==> src/hw/readout_consts.svh <==
// constants for the cache and tlb readout path
// What this block does
// RULE1: readout registers work only at the top exception level, else undefined.
// RULE2: write-only select registers pick a location; read-only result registers return it.
// RULE3: three result registers read at op1 6, CRn 15, CRm 0, op2 0-2.
// RULE4: writing dcache_tag_select reads the data cache tag at set and way.
// RULE5: writing dcache_data_select reads data cache data at set, way, offset.
// RULE6: icache tag and data select registers; data one also takes an offset.
// RULE7: tlb tag and data select registers pick an entry by index and way.
// RULE8: the level-one data cache has four ways.
// RULE9: set field top bound is 13 for 32KB, 14 for 64KB.
// RULE10: data cache way 31:30, set S-1:6, offset 5:3; other bits ignored.
// RULE11: data cache tag read returns state, attributes, validity in words 0 and 1.
// RULE12: result_word_1 bits 31:30 hold coherence state, 00 invalid to 11 transient.
// RULE13: result_word_1 bit 29 holds non_secure_flag; bit 0 reads zero.
// RULE14: result_word_0 holds dirty 4, share 3, age 2:1, hint 0, zero above.
// RULE15: data cache data read returns 64 bits across result words 0 and 1.
// RULE16: instruction cache readout uses its own selection and result format.
// RULE17: tlb way 31:30, index 8:0 picks main tlb, walk or ipa cache.
// RULE18: icache data read returns two 20-bit predecode entries in words 0, 1.
// RULE19: results hold the last operation outcome until the next operation write.
// RULE20: result bits the operation does not define read as zero.
`ifndef READOUT_CONSTS_SVH
`define READOUT_CONSTS_SVH
`define EL_TOP       2'h3
`define OP0_RD       2'h3
`define OP0_WR       2'h1
`define OP1_IMP      3'h6
`define CRN_IMP      4'hf
`define CRM_RES      4'h0
`define CRM_TAG      4'h2
`define CRM_DAT      4'h4
`define OP2_DC       3'h0
`define OP2_IC       3'h1
`define OP2_TLB      3'h2
`define WAY_HI       31
`define WAY_LO       30
`define SET_LO       6
`define S_32K        13
`define S_64K        14
`define DOFF_HI      5
`define DOFF_LO      3
`define IOFF_HI      5
`define IOFF_LO      2
`define TIDX_HI      8
`define TLB_WALK     9'h100
`define TLB_IPA      9'h110
`define TLB_END      9'h11f
`define WORD_W       32
`define PD_W         20
`define TLB_TOP      88
`define W1_STATE_LO  30
`define W1_NONSEC    29
`define W0_DIRTY     4
`define W0_SHARE     3
`define W0_AGE_LO    1
`define W0_HINT      0
`define RES_W0       2'h0
`define RES_W1       2'h1
`define RES_W2       2'h2
`endif

==> src/hw/readout_pkg.sv <==
// types shared by the readout path
package readout_pkg;
    typedef struct packed {
        logic [1:0] op0;
        logic [2:0] op1;
        logic [3:0] crn;
        logic [3:0] crm;
        logic [2:0] op2;
    } sysreg_enc_t;
    typedef struct packed {
        logic        valid;
        logic        write;
        sysreg_enc_t enc;
        logic [1:0]  el;
        logic [63:0] wdata;
    } sysreg_req_t;
    typedef struct packed {
        logic        valid;
        logic        undef;
        logic [63:0] rdata;
    } sysreg_rsp_t;
    typedef enum logic [2:0] {
        TGT_DC_TAG, TGT_DC_DATA, TGT_IC_TAG, TGT_IC_DATA, TGT_TLB_TAG, TGT_TLB_DATA
    } ram_target_t;
    typedef enum logic [1:0] {PART_MAIN, PART_WALK, PART_IPA} tlb_part_t;
    typedef struct packed {
        logic        valid;
        ram_target_t target;
        tlb_part_t   part;
        logic [1:0]  way;
        logic [8:0]  index;
        logic [3:0]  offset;
    } ram_req_t;
    typedef struct packed {
        logic        valid;
        logic [88:0] data;
    } ram_rsp_t;
    typedef struct packed {
        logic       hint;
        logic [1:0] age;
        logic       share;
        logic       dirty;
        logic       non_secure_flag;
        logic [1:0] state;
    } dc_tag_raw_t;
endpackage : readout_pkg

==> src/hw/cache_tlb_debug_readout.sv <==
// system-register readout of the l1 cache and tlb rams
`include "readout_consts.svh"
module cache_tlb_debug_readout
    import readout_pkg::*;
#(
    parameter bit LARGE_DCACHE = 1'b0
) (
    // clock and reset
    input  wire logic        clock_i,
    input  wire logic        rst_b_i,
    // system register access
    input  wire sysreg_req_t req_i,
    output logic             req_ready_o,
    output sysreg_rsp_t      rsp_o,
    // internal ram read port
    output ram_req_t         ram_req_o,
    input  wire ram_rsp_t    ram_rsp_i
);
    typedef enum logic [2:0] {ST_IDLE, ST_RAM, ST_STORE, ST_READ} state_t;

    localparam int SET_TOP = LARGE_DCACHE ? `S_64K : `S_32K; // see RULE9
    localparam logic [8:0] SET_MASK = 9'((1 << (SET_TOP - `SET_LO)) - 1);

    function automatic ram_target_t to_target(logic [3:0] crm, logic [2:0] op2);
        ram_target_t t;
        t = TGT_DC_TAG;
        case ({crm == `CRM_DAT, op2})
            {1'b0, `OP2_DC}:  t = TGT_DC_TAG;
            {1'b0, `OP2_IC}:  t = TGT_IC_TAG;
            {1'b0, `OP2_TLB}: t = TGT_TLB_TAG;
            {1'b1, `OP2_DC}:  t = TGT_DC_DATA;
            {1'b1, `OP2_IC}:  t = TGT_IC_DATA;
            {1'b1, `OP2_TLB}: t = TGT_TLB_DATA;
            default:          t = TGT_DC_TAG;
        endcase
        return t;
    endfunction : to_target

    // bits 14:S of the selection word are dropped by the mask
    function automatic logic [8:0] set_field(logic [63:0] d);
        return d[`SET_LO+8:`SET_LO] & SET_MASK;
    endfunction : set_field

    function automatic logic [63:0] format_word(ram_target_t t, logic [1:0] i,
                                                logic [88:0] r);
        dc_tag_raw_t tg;
        logic [63:0] w;
        tg = dc_tag_raw_t'(r[7:0]);
        w  = '0;
        case (t)
            TGT_DC_TAG: begin
                if (i == `RES_W0) begin
                    w[`W0_DIRTY]               = tg.dirty; // see RULE14
                    w[`W0_SHARE]               = tg.share;
                    w[`W0_AGE_LO+1:`W0_AGE_LO] = tg.age;
                    w[`W0_HINT]                = tg.hint;
                end else if (i == `RES_W1) begin
                    w[`W1_STATE_LO+1:`W1_STATE_LO] = tg.state;           // see RULE12
                    w[`W1_NONSEC]                  = tg.non_secure_flag; // see RULE13
                end
            end
            TGT_DC_DATA, TGT_IC_TAG: begin
                // low word then high word of the 64-bit entry
                if (i == `RES_W0) begin
                    w[`WORD_W-1:0] = r[`WORD_W-1:0]; // see RULE15
                end else if (i == `RES_W1) begin
                    w[`WORD_W-1:0] = r[2*`WORD_W-1:`WORD_W];
                end
            end
            TGT_IC_DATA: begin
                if (i == `RES_W0) begin
                    w[`PD_W-1:0] = r[`PD_W-1:0]; // see RULE18
                end else if (i == `RES_W1) begin
                    w[`PD_W-1:0] = r[2*`PD_W-1:`PD_W];
                end
            end
            TGT_TLB_TAG, TGT_TLB_DATA: begin
                if (i == `RES_W0) begin
                    w[`WORD_W-1:0] = r[`WORD_W-1:0];
                end else if (i == `RES_W1) begin
                    w[`WORD_W-1:0] = r[2*`WORD_W-1:`WORD_W];
                end else if (i == `RES_W2) begin
                    w[`TLB_TOP-2*`WORD_W:0] = r[`TLB_TOP:2*`WORD_W];
                end
            end
            default: w = '0;
        endcase
        return w;
    endfunction : format_word

    state_t      state_q, state_d;
    ram_target_t tgt_q, tgt_d;
    logic [88:0] raw_q, raw_d;
    logic [1:0]  cnt_q, cnt_d;
    ram_req_t    ram_req_d;
    sysreg_rsp_t rsp_d;
    logic        ready_d;

    // request decode
    wire logic [63:0] wd      = req_i.wdata;
    wire sysreg_enc_t enc     = req_i.enc;
    wire logic        take    = req_i.valid && req_ready_o;
    wire logic        el_ok   = req_i.el == `EL_TOP; // see RULE1
    wire logic        is_imp  = enc.op1 == `OP1_IMP && enc.crn == `CRN_IMP;
    wire logic        op2_ok  = enc.op2 <= `OP2_TLB;
    wire logic        is_rd   = is_imp && op2_ok && !req_i.write && enc.op0 == `OP0_RD
                                && enc.crm == `CRM_RES; // see RULE3
    wire logic        is_wr   = is_imp && op2_ok && req_i.write && enc.op0 == `OP0_WR
                                && (enc.crm == `CRM_TAG || enc.crm == `CRM_DAT); // see RULE2
    wire logic        do_rd   = take && el_ok && is_rd;
    wire logic        do_wr   = take && el_ok && is_wr;
    // wrong direction, unknown encoding or low level all trap
    wire logic        do_bad  = take && !(el_ok && (is_rd || is_wr)); // see RULE1
    wire ram_target_t tgt_new = to_target(enc.crm, enc.op2);

    // location decode
    wire logic [1:0]  sel_way = wd[`WAY_HI:`WAY_LO]; // see RULE8
    wire logic [8:0]  tlb_idx = wd[`TIDX_HI:0];      // see RULE17
    wire logic        is_tlb  = tgt_new == TGT_TLB_TAG || tgt_new == TGT_TLB_DATA;
    wire logic        tlb_oor = is_tlb && tlb_idx > `TLB_END;
    wire tlb_part_t   part    = tlb_idx >= `TLB_IPA  ? PART_IPA :
                                tlb_idx >= `TLB_WALK ? PART_WALK : PART_MAIN;
    wire logic [8:0]  sel_idx = is_tlb ? tlb_idx : set_field(wd); // see RULE10
    wire logic [3:0]  sel_off = tgt_new == TGT_DC_DATA ?
                                {1'b0, wd[`DOFF_HI:`DOFF_LO]} : // see RULE5
                                tgt_new == TGT_IC_DATA ?
                                wd[`IOFF_HI:`IOFF_LO] : 4'h0;   // see RULE16

    // result store access
    wire logic        st_wr   = state_q == ST_STORE;
    wire logic [63:0] st_data = format_word(tgt_q, cnt_q, raw_q); // see RULE11
    wire logic [63:0] st_rd;

    result_store result_store_i (
        .clock_i   (clock_i),
        .rst_b_i   (rst_b_i),
        .wr_en_i   (st_wr),
        .wr_idx_i  (cnt_q),
        .wr_data_i (st_data),
        .rd_idx_i  (enc.op2[1:0]),
        .rd_data_o (st_rd)
    );

    always_comb begin
        state_d   = state_q;
        tgt_d     = tgt_q;
        raw_d     = raw_q;
        cnt_d     = cnt_q;
        ram_req_d = '0;
        rsp_d     = '0;
        case (state_q)
            ST_IDLE: begin
                if (do_bad) begin
                    rsp_d.valid = 1'b1;
                    rsp_d.undef = 1'b1; // see RULE1
                end else if (do_rd) begin
                    state_d = ST_READ;
                end else if (do_wr) begin
                    tgt_d = tgt_new;
                    cnt_d = `RES_W0;
                    if (tlb_oor) begin
                        // no entry there: publish all-zero results
                        raw_d   = '0; // see RULE20
                        state_d = ST_STORE;
                    end else begin
                        ram_req_d.valid  = 1'b1; // see RULE4
                        ram_req_d.target = tgt_new; // see RULE6
                        ram_req_d.part   = part;    // see RULE7
                        ram_req_d.way    = sel_way;
                        ram_req_d.index  = sel_idx;
                        ram_req_d.offset = sel_off;
                        state_d          = ST_RAM;
                    end
                end
            end
            ST_RAM: begin
                if (ram_rsp_i.valid) begin
                    raw_d   = ram_rsp_i.data;
                    state_d = ST_STORE;
                end
            end
            ST_STORE: begin
                // all three words are rewritten so stale bits cannot leak
                cnt_d = cnt_q + 2'h1; // see RULE20
                if (cnt_q == `RES_W2) begin
                    cnt_d       = `RES_W0;
                    rsp_d.valid = 1'b1; // see RULE19
                    state_d     = ST_IDLE;
                end
            end
            ST_READ: begin
                rsp_d.valid = 1'b1;
                rsp_d.rdata = st_rd; // see RULE3
                state_d     = ST_IDLE;
            end
            default: state_d = ST_IDLE;
        endcase
    end

    assign ready_d = state_d == ST_IDLE;

    always_ff @(posedge clock_i) begin
        if (!rst_b_i) begin
            state_q <= ST_IDLE;
            tgt_q   <= TGT_DC_TAG;
            cnt_q   <= `RES_W0;
        end else begin
            state_q <= state_d;
            tgt_q   <= tgt_d;
            cnt_q   <= cnt_d;
        end
    end

    always_ff @(posedge clock_i) begin
        if (!rst_b_i) begin
            raw_q       <= '0;
            ram_req_o   <= '0;
            rsp_o       <= '0;
            req_ready_o <= 1'b0;
        end else begin
            raw_q       <= raw_d;
            ram_req_o   <= ram_req_d;
            rsp_o       <= rsp_d;
            req_ready_o <= ready_d;
        end
    end

    // checks
    low_el_trap_a: assert property ( // see RULE1
        @(posedge clock_i) disable iff (!rst_b_i)
        take && req_i.el != `EL_TOP |=> rsp_o.valid && rsp_o.undef && !ram_req_o.valid)
        else $error("access below top level did not trap");

    wrong_dir_a: assert property ( // see RULE2
        @(posedge clock_i) disable iff (!rst_b_i)
        take && el_ok && is_imp && !is_rd && !is_wr |=> rsp_o.undef)
        else $error("wrong-direction access did not trap");

    result_read_a: assert property ( // see RULE3
        @(posedge clock_i) disable iff (!rst_b_i)
        do_rd |=> !rsp_o.valid ##1 (rsp_o.valid && !rsp_o.undef))
        else $error("result read not answered in two cycles");

    ram_issue_a: assert property ( // see RULE4
        @(posedge clock_i) disable iff (!rst_b_i)
        do_wr && !tlb_oor |=> ram_req_o.valid && ram_req_o.target == $past(tgt_new))
        else $error("operation write did not start a ram read");

    dc_select_a: assert property ( // see RULE10
        @(posedge clock_i) disable iff (!rst_b_i)
        do_wr && tgt_new == TGT_DC_DATA |=> ram_req_o.way == $past(wd[`WAY_HI:`WAY_LO])
        && ram_req_o.offset[2:0] == $past(wd[`DOFF_HI:`DOFF_LO])
        && ram_req_o.index == ($past(wd[`SET_LO+8:`SET_LO]) & SET_MASK))
        else $error("data cache selection decoded wrongly");

    tlb_part_a: assert property ( // see RULE17
        @(posedge clock_i) disable iff (!rst_b_i)
        do_wr && is_tlb && tlb_idx >= `TLB_WALK && tlb_idx < `TLB_IPA
        |=> ram_req_o.part == PART_WALK)
        else $error("walk cache index not steered");

    tag_state_a: assert property ( // see RULE12
        @(posedge clock_i) disable iff (!rst_b_i)
        st_wr && tgt_q == TGT_DC_TAG && cnt_q == `RES_W1
        |-> st_data[`W1_STATE_LO+1:`W1_STATE_LO] == raw_q[1:0] && !st_data[0])
        else $error("coherence state misplaced");

    tag_zero_a: assert property ( // see RULE14
        @(posedge clock_i) disable iff (!rst_b_i)
        st_wr && tgt_q == TGT_DC_TAG && cnt_q == `RES_W0 |-> st_data[63:5] == '0)
        else $error("result_word_0 upper bits not zero");

    predecode_a: assert property ( // see RULE18
        @(posedge clock_i) disable iff (!rst_b_i)
        st_wr && tgt_q == TGT_IC_DATA && cnt_q == `RES_W1
        |-> st_data == {44'h0, raw_q[2*`PD_W-1:`PD_W]})
        else $error("second predecode entry misplaced");

    store_done_a: assert property ( // see RULE19
        @(posedge clock_i) disable iff (!rst_b_i)
        $rose(st_wr) |-> st_wr [*3] ##1 (rsp_o.valid && req_ready_o))
        else $error("result store sequence not three words");

    op_busy_a: assert property ( // see RULE19
        @(posedge clock_i) disable iff (!rst_b_i)
        do_wr
        |=> !req_ready_o && !rsp_o.valid)
        else $error("operation write answered before its results");

    // a trap must not touch the results or the idle state
    trap_quiet_a: assert property ( // see RULE1
        @(posedge clock_i) disable iff (!rst_b_i)
        do_bad
        |=> !st_wr && !ram_req_o.valid && req_ready_o)
        else $error("trapped access disturbed the readout");

    oor_zero_a: assert property ( // see RULE20
        @(posedge clock_i) disable iff (!rst_b_i)
        do_wr && tlb_oor
        |=> !ram_req_o.valid && st_wr && raw_q == '0)
        else $error("tlb index past the end not zeroed");

    ic_offset_a: assert property ( // see RULE16
        @(posedge clock_i) disable iff (!rst_b_i)
        do_wr && tgt_new == TGT_IC_DATA
        |=> ram_req_o.offset == $past(wd[`IOFF_HI:`IOFF_LO]))
        else $error("instruction cache offset decoded wrongly");

    tlb_select_a: assert property ( // see RULE17
        @(posedge clock_i) disable iff (!rst_b_i)
        do_wr && is_tlb && !tlb_oor
        |=> ram_req_o.index == $past(wd[`TIDX_HI:0])
        && ram_req_o.way == $past(wd[`WAY_HI:`WAY_LO]))
        else $error("tlb index or way decoded wrongly");

    // the 64KB build widens the set field by one bit
    set_range_a: assert property ( // see RULE9
        @(posedge clock_i) disable iff (!rst_b_i)
        ram_req_o.valid && !(ram_req_o.target inside {TGT_TLB_TAG, TGT_TLB_DATA})
        |-> (ram_req_o.index >> (SET_TOP - `SET_LO)) == 9'h0)
        else $error("set index above the configured field");

    // result format checks
    data_split_a: assert property ( // see RULE15
        @(posedge clock_i) disable iff (!rst_b_i)
        st_wr && tgt_q == TGT_DC_DATA && cnt_q == `RES_W1
        |-> st_data == {32'h0, raw_q[2*`WORD_W-1:`WORD_W]})
        else $error("upper data word misplaced");

    tlb_word2_a: assert property ( // see RULE17
        @(posedge clock_i) disable iff (!rst_b_i)
        st_wr && tgt_q inside {TGT_TLB_TAG, TGT_TLB_DATA} && cnt_q == `RES_W2
        |-> st_data == {39'h0, raw_q[`TLB_TOP:2*`WORD_W]})
        else $error("tlb descriptor top misplaced");

    spare_word_a: assert property ( // see RULE20
        @(posedge clock_i) disable iff (!rst_b_i)
        st_wr && cnt_q == `RES_W2 && !(tgt_q inside {TGT_TLB_TAG, TGT_TLB_DATA})
        |-> st_data == '0)
        else $error("unused result word not zero");

    cover_trap_c:  cover property (@(posedge clock_i) disable iff (!rst_b_i) rsp_o.undef);
    cover_dctag_c: cover property (@(posedge clock_i) disable iff (!rst_b_i)
        ram_req_o.valid && ram_req_o.target == TGT_DC_TAG);
    cover_oor_c:   cover property (@(posedge clock_i) disable iff (!rst_b_i) do_wr && tlb_oor);
    cover_read_c:  cover property (@(posedge clock_i) disable iff (!rst_b_i) do_rd);
    cover_icdata_c: cover property (@(posedge clock_i) disable iff (!rst_b_i)
        ram_req_o.valid && ram_req_o.target == TGT_IC_DATA);
endmodule : cache_tlb_debug_readout

==> src/hw/result_store.sv <==
// three-word result store with registered read data
`include "readout_consts.svh"
module result_store (
    // clock and reset
    input  wire logic        clock_i,
    input  wire logic        rst_b_i,
    // write port
    input  wire logic        wr_en_i,
    input  wire logic [1:0]  wr_idx_i,
    input  wire logic [63:0] wr_data_i,
    // read port
    input  wire logic [1:0]  rd_idx_i,
    output logic      [63:0] rd_data_o
);
    logic [63:0] mem_q [3];

    always_ff @(posedge clock_i) begin
        if (!rst_b_i) begin
            mem_q[0] <= '0;
            mem_q[1] <= '0;
            mem_q[2] <= '0;
        end else if (wr_en_i && wr_idx_i <= `RES_W2) begin
            mem_q[wr_idx_i] <= wr_data_i;
        end
    end

    always_ff @(posedge clock_i) begin
        if (!rst_b_i) begin
            rd_data_o <= '0;
        end else begin
            rd_data_o <= (rd_idx_i <= `RES_W2) ? mem_q[rd_idx_i] : '0;
        end
    end
endmodule : result_store
==> config.mk <==
export PLATFORM = sky130hd
export DESIGN_NAME = cache_tlb_debug_readout
export DESIGN_NICKNAME = d
export VERILOG_FILES = /design/src/hw/readout_pkg.sv /design/src/hw/cache_tlb_debug_readout.sv /design/src/hw/result_store.sv
export VERILOG_INCLUDE_DIRS = /design/src /design/src/hw
export SDC_FILE = /design/constraint.sdc
export NUM_CORES = 1
export LEC_CHECK = 0
export BUFFER_PORTS_ARGS = -buffer_cell sky130_fd_sc_hd__clkbuf_2
export CORE_ASPECT_RATIO = 0.5
export CORE_MARGIN = 10
export CORE_UTILIZATION = 56
export CTS_BUF_LIST = sky130_fd_sc_hd__clkbuf_2 sky130_fd_sc_hd__clkbuf_4 sky130_fd_sc_hd__clkbuf_8
export CTS_CLUSTER_SIZE = 28
export DETAILED_ROUTE_END_ITERATION = 16
export PLACE_DENSITY = 0.82
export SLEW_MARGIN = 15
export SYNTH_ARGS = -nofsm -noshare
export SYNTH_HDL_FRONTEND = slang
export SYNTH_SLANG_ARGS = --single-unit
==> constraint.sdc <==
create_clock -name clock_i -period 4.47 [get_ports clock_i]
set_clock_uncertainty 0.15 [all_clocks]
set_input_delay 0.6705 -clock clock_i [delete_from_list [all_inputs] [get_ports clock_i]]
set_output_delay 0.6705 -clock clock_i [all_outputs]
set_load 0.01 [all_outputs]
After elaboration in Yosys (flattened, before gate mapping)
Memories as Yosys holds them, arrays and structs flattened. A register that Yosys moved wholly into a read port is not among the register bits.
Index checks and enable logic that the tools add are counted.
W data, S select, Z words.

storage, ports and cells
  word-level logic and storage cells = 157
  RAM bits = 96
  memories kept = 1
  input bits = 176
  output and inout port bits = 88
  flip-flop bits (word level) = 249

cells by class
  reductions and logical operators = 43
  add/sub/neg operators = 1
  muxes and demuxes = 50
  bitwise operators = 7
  eq/ne operators = 31
  order comparisons = 6

memories
  memory                words  bits a word  read ports  clocked after memory_dff  wr ports  RTL line            RTL
  result_store_i.mem_q  3      32           1           1                         3         result_store.sv:15  logic [63:0] mem_q [3];

operators with widths
  kind                  number
  $mux W89              5
  $pmux W89 S2          1
  $mux W32              4
  $mux W25              2
  $pmux W15 S3          1
  $mux W20              2
  $reduce_or A32 Y1     1
  $mux W21              1
  $mux W3               7
  $pmux W5 S4           1
  $ge A9 B9 Y1 const B  2
  $pmux W3 S3           2
  $pmux W9 S2           1
  $eq A4 B4 Y1 const B  4
  $logic_and A1 B1 Y1   16
  $mux W2               8
  $eq A3 B2 Y1 const B  5
  $eq A3 B3 Y1 const B  5
  $pmux W3 S5           1
  $reduce_or A7 Y1      2
  $ne A2 B2 Y1 const B  5
  $eq A3 B1 Y1 const B  3
  $gt A9 B9 Y1 const B  1
  $logic_not A3 Y1      3
  28 further kinds      55

Longest topological paths before layout
Gate-level depths: netlist of the first run.

  word-level depth = 13
  depth in mapped cells = 8
  gate-level depth less buffers = 6

Hierarchy
From an unflattened synthesis of the first run, not the netlist that was laid out.

unflattened totals
  cells, all modules = 1586
  area total of the unflattened synthesis = 17705.7 um^2

modules (own cells, without submodules)
  module                   times used  seq. area each (um^2)  area each (um^2)  cells an instance
  result_store             1           7046.8                 10309.9           839
  cache_tlb_debug_readout  1           3703.6                 7395.8            747

Least setup slack after synthesis of the first run
No wires, ideal clock.

  kind = register to register
  start point = reg state_q[1]
  end point = mem result_store_i.mem_q[1][0] in the netlist's numbering, enable pin
  setup slack = 0.626 ns
  clock period less this slack = 3.844 ns
  data arrival time = 3.229 ns
  setup time = 0.466 ns
  required time = 3.854 ns
  stages on the path, launching flop included = 5
  buffers on the path = 1
  path through = dfxtp_1 clkbuf_1 nand2b_1 or2_2 o21ai_0

RTL lines
  what                    RTL line                        RTL
  start, declared         cache_tlb_debug_readout.sv:91   state_t state_q, state_d;
  start signal, assigned  cache_tlb_debug_readout.sv:208  state_q <= state_d;
  end, declared           result_store.sv:15

==> results.md, run 1 <==
* Reg2reg setup slack at 1.55 ns
* Hold Path Cell Cnt at 2
* Total Power at 4.97 mW
* Async SR Flop Fraction at 0%
* Post-route minimum period at 2.92 ns
* Power Density at 370 mW/mm2
* CP Data Required Time at 4.56 ns
* Skew-Pair Late Insertion Delay at 0.54 ns
* Leakage at 5.17 nW
* Initial antenna violation count at 0
* Status: finished clean
* Setup TNS Final at 0 ns
* Worst r2r src: cnt_q[1]
* Iteration-0 DRC Markers at 1169
* Initial DRT Pass Iterations at 6
* CTS root buffer: clkbuf_8
* Global-route usage over all layers at 22.7%
* CTS tree: done
* Htree depth at 2
* Hold EP: ram_req_o[14]
* RSZ-0062 raised after global routing: no
* Floorplan row count at 37
* Final worst slack at 1.55 ns
* Final setup viols at 0
* Mapped cell area at 0.0116 mm2
* CP endpoint kind: register
* Die Wd at 224 um
* Critical path type: reg2reg
* First-pass GRT wire length at 49900 um
* Worst Reg-to-Reg Cells at 4
* Crit-path max FO at 17
* Mux share of post-synthesis cell area at 4.40%
* Die Ht at 122 um
* CTS buffer count at 39
* Area post-placement at 0.0126 mm2
* Gr ovfl total at 0
* I/O Pins at 264
* Max IR drop VDD at 205 uV
* Simple-Gate Fraction of Synth Area at 17.9%
* Gpl congestion at 0.895
* Vias per cell at 5.65
* Nets at 1548
* Max-Cap Viols at 0
* Cell variety after synth at 54
* Remaining antenna violation count after routing at 0
* CTS Sinks at 281
* Core box area at 0.0205 mm2
* Share of cells above drive strength 1 at 20.9%
* Worst Path Arrival at 3.01 ns
* Fin area at 0.0134 mm2
* CP startpoint kind: register
* Number of global-route vias before repair at 8883
* Die area at 0.0273 mm2
* F_max at 342 MHz
* Yosys warns at 0
* Initial Util at 56.8%
* DRC at 0
* Hold Fails Final Rpt at 0
* Hold buffers post-CTS at 0
* # diodes at 0
* Most used DFF post-synth: dfxtp_1
* Slew Viols, Final at 0
* RR Endpoint: result_store_i.mem_q[0][10]
* Longest Clk Path Bufs at 3
* Worst hold path startpoint: req_i[31]
* Port bufs at 182
* Post-synth EDFFs at 96
* Largest family of logic cells by synthesized area: simple AND/OR/NAND/NOR gates
* Period utilization at 65.3%
* Register area share after synthesis at 56.7%
* Hold Crit Class: in2reg
* Pin count of the biggest net entering global routing at 91
* Final WL at 32200 um
* Wire per inst at 19.3 um
* Synth Instances at 1220
* Slew @ Worst Pin at 1.00 ns
* DP Worst Slack at 1.44 ns
* Post-CTS Setup Bufs at 0
* Detailed Place HPWL at 22300 um
* Resized Gates After CTS at 0
* Adder-cell share of the synthesized area at 0%
* Clk slew on worst S/H paths at 0.07 ns
* DR vias at 9441
* Seq cells post-synth at 281
* Mean Syn Cell Area at 9.53 um2
* P&R area growth vs syn at 15.4%
* XOR/XNOR Fraction of Synth Area at 0.0753%
* Slew HR at 33.0%
* Compound-Gate Fraction of Synth Area at 15.6%
==> cell families after synthesis <==
kind of cell / Yosys count
AO/OA/AOI/OAI: 298
XOR/XNOR: 1
buffers and inverters: 129
flip-flops: 281
multiplexers: 50
other: 1
AND/OR/NAND/NOR: 460
==> worst max-delay path, cell delays in order (launching register included) <==
cell	delay, ns
dfxtp_1	0.69
inv_1	0.28
and3_1	0.45
a221oi_1	0.91
nor2_1	0.14
==> synthesized netlist by cell type (2+ instances only) <==
master | instances | area share, %
a21oi_1 | 65 | 2.8
mux2_2 | 8 | 0.77
nor2_1 | 176 | 5.7
a211oi_1 | 3 | 0.19
and2_1 | 36 | 1.9
or2_2 | 4 | 0.22
nand2b_1 | 21 | 1.1
and3_1 | 7 | 0.38
nand3b_1 | 3 | 0.19
o21ai_1 | 97 | 4.2
nor2b_1 | 5 | 0.27
or3_1 | 5 | 0.27
clkbuf_1 | 81 | 2.6
inv_1 | 4 | 0.13
a221o_1 | 3 | 0.26
buf_2 | 4 | 0.17
nand3_1 | 3 | 0.13
nor4_1 | 4 | 0.22
o22ai_1 | 2 | 0.11
nand4_1 | 2 | 0.11
buf_4 | 33 | 2.1
a222oi_1 | 2 | 0.17
or4_1 | 2 | 0.13
nor3_1 | 3 | 0.13
a31oi_1 | 3 | 0.16
a221oi_1 | 13 | 0.98
o21ai_0 | 16 | 0.69
nor4bb_1 | 2 | 0.17
buf_1 | 5 | 0.16
mux2i_1 | 41 | 3.5
a22oi_1 | 89 | 5.7
dfxtp_1 | 185 | 32
nor3b_2 | 4 | 0.43
edfxtp_1 | 96 | 25
nand2_1 | 171 | 5.5
nand4bb_1 | 3 | 0.29
inv_2 | 2 | 0.065
==> how the worst max path moves through the flow <==
stage                    start                          end  slack [ns]  cells past startpoint
finish                cnt_q[1]  result_store_i.mem_q[0][10]        1.55                      4
CTS                   cnt_q[1]  result_store_i.mem_q[1][11]        1.68                      4
global placement       rst_b_i                 ram_req_o[1]        1.54                      6
detailed placement     rst_b_i                 ram_req_o[1]        1.44                      6
floorplan           state_q[1]   result_store_i.mem_q[1][0]        0.63                      4
global route          cnt_q[1]  result_store_i.mem_q[1][11]        1.35                      4
==> power by group <==
group | switching, mW | leakage, nW | internal (mW) | total, mW
combinational | 0.154 | 2.32 | 0.0833 | 0.237
clock | 0.936 | 0.427 | 1.08 | 2.02
sequential | 0.0169 | 2.42 | 2.70 | 2.71
total | 1.11 | 5.17 | 3.86 | 4.97
==> per-layer routing <==
metal | up-vias | track usage [%] | share of wire [%]
li1 | 4499 | - | -
met1 | 4475 | 32.9 | 46
met2 | 428 | 33.6 | 44
met3 | 39 | 5.52 | 9.4
met4 | 0 | 5.46 | 1.2
met5 | - | 0 | 0
==> cells in the final DEF (no fill, tap or decap), types with 3 or more instances in the layout <==
master     count
inv_1          4
clkbuf_4      17
a221oi_1      13
or2_2          4
a21oi_1       64
or3_1          5
nand2b_1      21
o21ai_1       97
buf_12         3
and3_1         6
dfxtp_1      184
edfxtp_1      96
mux2_2         8
and2_1        36
nor3b_2        4
nand2_1      171
clkbuf_2     182
a22oi_1       89
nand3_1        3
nor2_1       174
clkbuf_8      46
buf_4         10
conb_1        40
mux2i_1       41
nor4_1         4
nand3b_1       3
a221o_1        3
clkinv_2       3
nor3_1         3
a211oi_1       3
o21ai_0       13
nand4bb_1      3
a31oi_1        3
o21ai_2        3
nor2b_1        4
==> final cells by class <==
| type | count | area, um2 |
|---|---|---|
| clock buffers | 63 | 761 |
| clock inverters | 5 | 33.8 |
| fillers | 1652 | 7040 |
| inverters | 6 | 22.5 |
| multi-input cells | 849 | 4630 |
| flip-flops and latches | 281 | 6590 |
| well taps | 273 | 342 |
| repair buffers | 195 | 1050 |
==> stage by stage <==
stage	hold slack, ns	utilization [%]	instances
floorplan	0.256	-	1259
global placement	0.265	61.7	1604
detailed placement	0.264	61.7	1604
CTS	0.166	65.6	1672
global route	0.169	65.6	1672
finish	0.192	65.6	1672
==> flip-flops by register name (all words and copies together) (netlist names) <==
name and cells:
tgt_q 3, cnt_q 2, req_ready_o 1, ram_req_o 21, rsp_o 34, result_store_i.mem_q 96
result_store_i.rd_data_o 32, state_q 3, raw_q 89
(Power assumes the default switching activity.)
==> run 2, diff against run 1 <==
Clock period 4.47 ns to 2.9 ns, I/O delays scaled along.
==> results.md, run 2 (synthesis gave the netlist of run 1 again) <==
* Final WL at 34300 um
* Hold Crit Class: in2reg
* CTS buffer count at 39
* CP endpoint kind: register
* CP Data Required Time at 3.23 ns
* Post-route minimum period at 2.77 ns
* P&R area growth vs syn at 24.0%
* Initial Util at 56.8%
* Max-Cap Viols at 0
* Post-layout utilization of the core at 70.5%
* I/O Pins at 264
* Htree depth at 2
* CTS root buffer: clkbuf_8
* Port bufs at 182
* Post-CTS Setup Bufs at 0
* Hold Path Cell Cnt at 3
* Most frequent cells in the layout: 184 x dfxtp_1, 182 x clkbuf_2, 174 x nor2_1, 171 x nand2_1, 97 x o21ai_1
* Initial antenna violation count at 0
* Reg2reg setup slack at 0.33 ns
* Largest regs: result_store_i.mem_q: 96 flops, raw_q: 89 flops, rsp_o: 34 flops
* Longest Clk Path Bufs at 3
* Most common cell after layout, fill and taps aside: dfxtp_1
* Leakage at 5.63 nW
* Top reg by flops: result_store_i.mem_q
* Gr ovfl total at 0
* Slew HR at 44.1%
* CP startpoint kind: input pin
* Share of cells above drive strength 1 at 20.8%
* Period utilization at 95.7%
* CTS tree: done
* Flip-flop count of the largest register after layout at 96
* Iteration-0 DRC Markers at 1199
* Die Wd at 224 um
* Status: finished clean
* Slew Viols, Final at 0
* Power Density at 534 mW/mm2
* Nets at 1653
* Wire per inst at 19.3 um
* Setup TNS Final at 0 ns
* Slew @ Worst Pin at 0.830 ns
* Remaining antenna violation count after routing at 0
* Initial DRT Pass Iterations at 8
* Crit-path max FO at 15
* First-pass GRT wire length at 52600 um
* Die area at 0.0273 mm2
* Number of global-route vias before repair at 9347
* Skew-Pair Late Insertion Delay at 0.55 ns
* Die Ht at 122 um
* DR vias at 9953
* Floorplan row count at 37
* Core box area at 0.0205 mm2
* Hold Fails Final Rpt at 0
* Detailed Place HPWL at 22300 um
* Gpl congestion at 0.897
* Worst r2r src: cnt_q[0]
* F_max at 360 MHz
* Worst Path Arrival at 3.11 ns
* Critical path type: in2reg
* RR Endpoint: result_store_i.mem_q[1][3]
* # diodes at 0
* Worst hold path startpoint: ram_rsp_i[79]
* Clk slew on worst S/H paths at 0.06 ns
* Hold EP: raw_q[79]
* RSZ-0062 raised after global routing: no
* Max IR drop VDD at 296 uV
* Pin count of the biggest net entering global routing at 91
* Worst Reg-to-Reg Cells at 4
* Final setup viols at 0
* CTS Sinks at 281
* Vias per cell at 5.60
* Fillcell total at 1565
* Global-route usage over all layers at 24.1%
* DRC at 0
[run 2: cell count changes in the layout (fill, tap and decap cells not counted), sizes merged]
cell	before	now
buf	13	35
clkbuf	245	240
clkinv	3	9
dlygate4sd3	0	83
[run 2: layout make-up]
cell class	count	area [um2]	share of cell area (%)
clock inverters	11	56.3	0.391
clock buffers	58	711	4.93
multi-input cells	849	4630	32.1
inverters	6	22.5	0.156
repair buffers	300	2070	14.3
flip-flops and latches	281	6590	45.7
well taps	273	342	2.37
[run 2: how the worst max path moves through the flow]
stage                           from                    endpoint  slack [ns]  cells after the start
after floorplan           state_q[1]  result_store_i.mem_q[1][0]       -0.08                      4
after global placement      req_i[7]                ram_req_o[1]        0.38                      6
after detailed placement    req_i[7]                ram_req_o[3]        0.32                      6
after CTS                  req_i[68]               ram_req_o[10]       0.008                      7
after global routing       req_i[68]                ram_req_o[5]        0.02                      7
final                      req_i[68]                ram_req_o[5]        0.13                      7
[run 2: critical path: stages]
cell	delay, ns
dlygate4sd3_1	0.53
clkbuf_2	0.17
nor4_2	0.41
nand4_2	0.14
or4_4	0.64
a21oi_1	0.19
dlygate4sd3_1	0.58
[run 2: metrics by stage]
stage	instance area [um2]	instances	hold slack, ns	power (mW)	setup WS, ns
floorplan	11800	1259	0.256	4.49	-0.0841
detailed placement	12800	1626	0.260	4.63	0.319
global placement	12800	1626	0.266	4.62	0.385
finish	14400	1778	0.00593	7.70	0.125
CTS	14400	1778	0.00103	7.71	0.00837
global route	14400	1778	0.00709	7.95	0.0235
[run 2: timing repair]
item / in CTS / in global routing
endpoints found under the hold margin: 79 / 0
gates resized for setup: 0 / 1
hold buffers: 83 / 0
setup endpoints to repair: 0 / 4
[run 2: report_power, final]
part | internal [mW] | total [mW] | switching (mW)
registers | 4.16 | 4.18 | 0.0245
clock network | 1.58 | 3.05 | 1.48
logic | 0.203 | 0.464 | 0.262
[run 2: metal layers]
metal  routed length (um)  share of wire, %  global-route usage (%)
met1                15100                44                    33.2
met4                  495               1.4                    5.50
met5                    0                 0                       0
met2                15400                45                    37.4
met3                 3280               9.5                    6.65
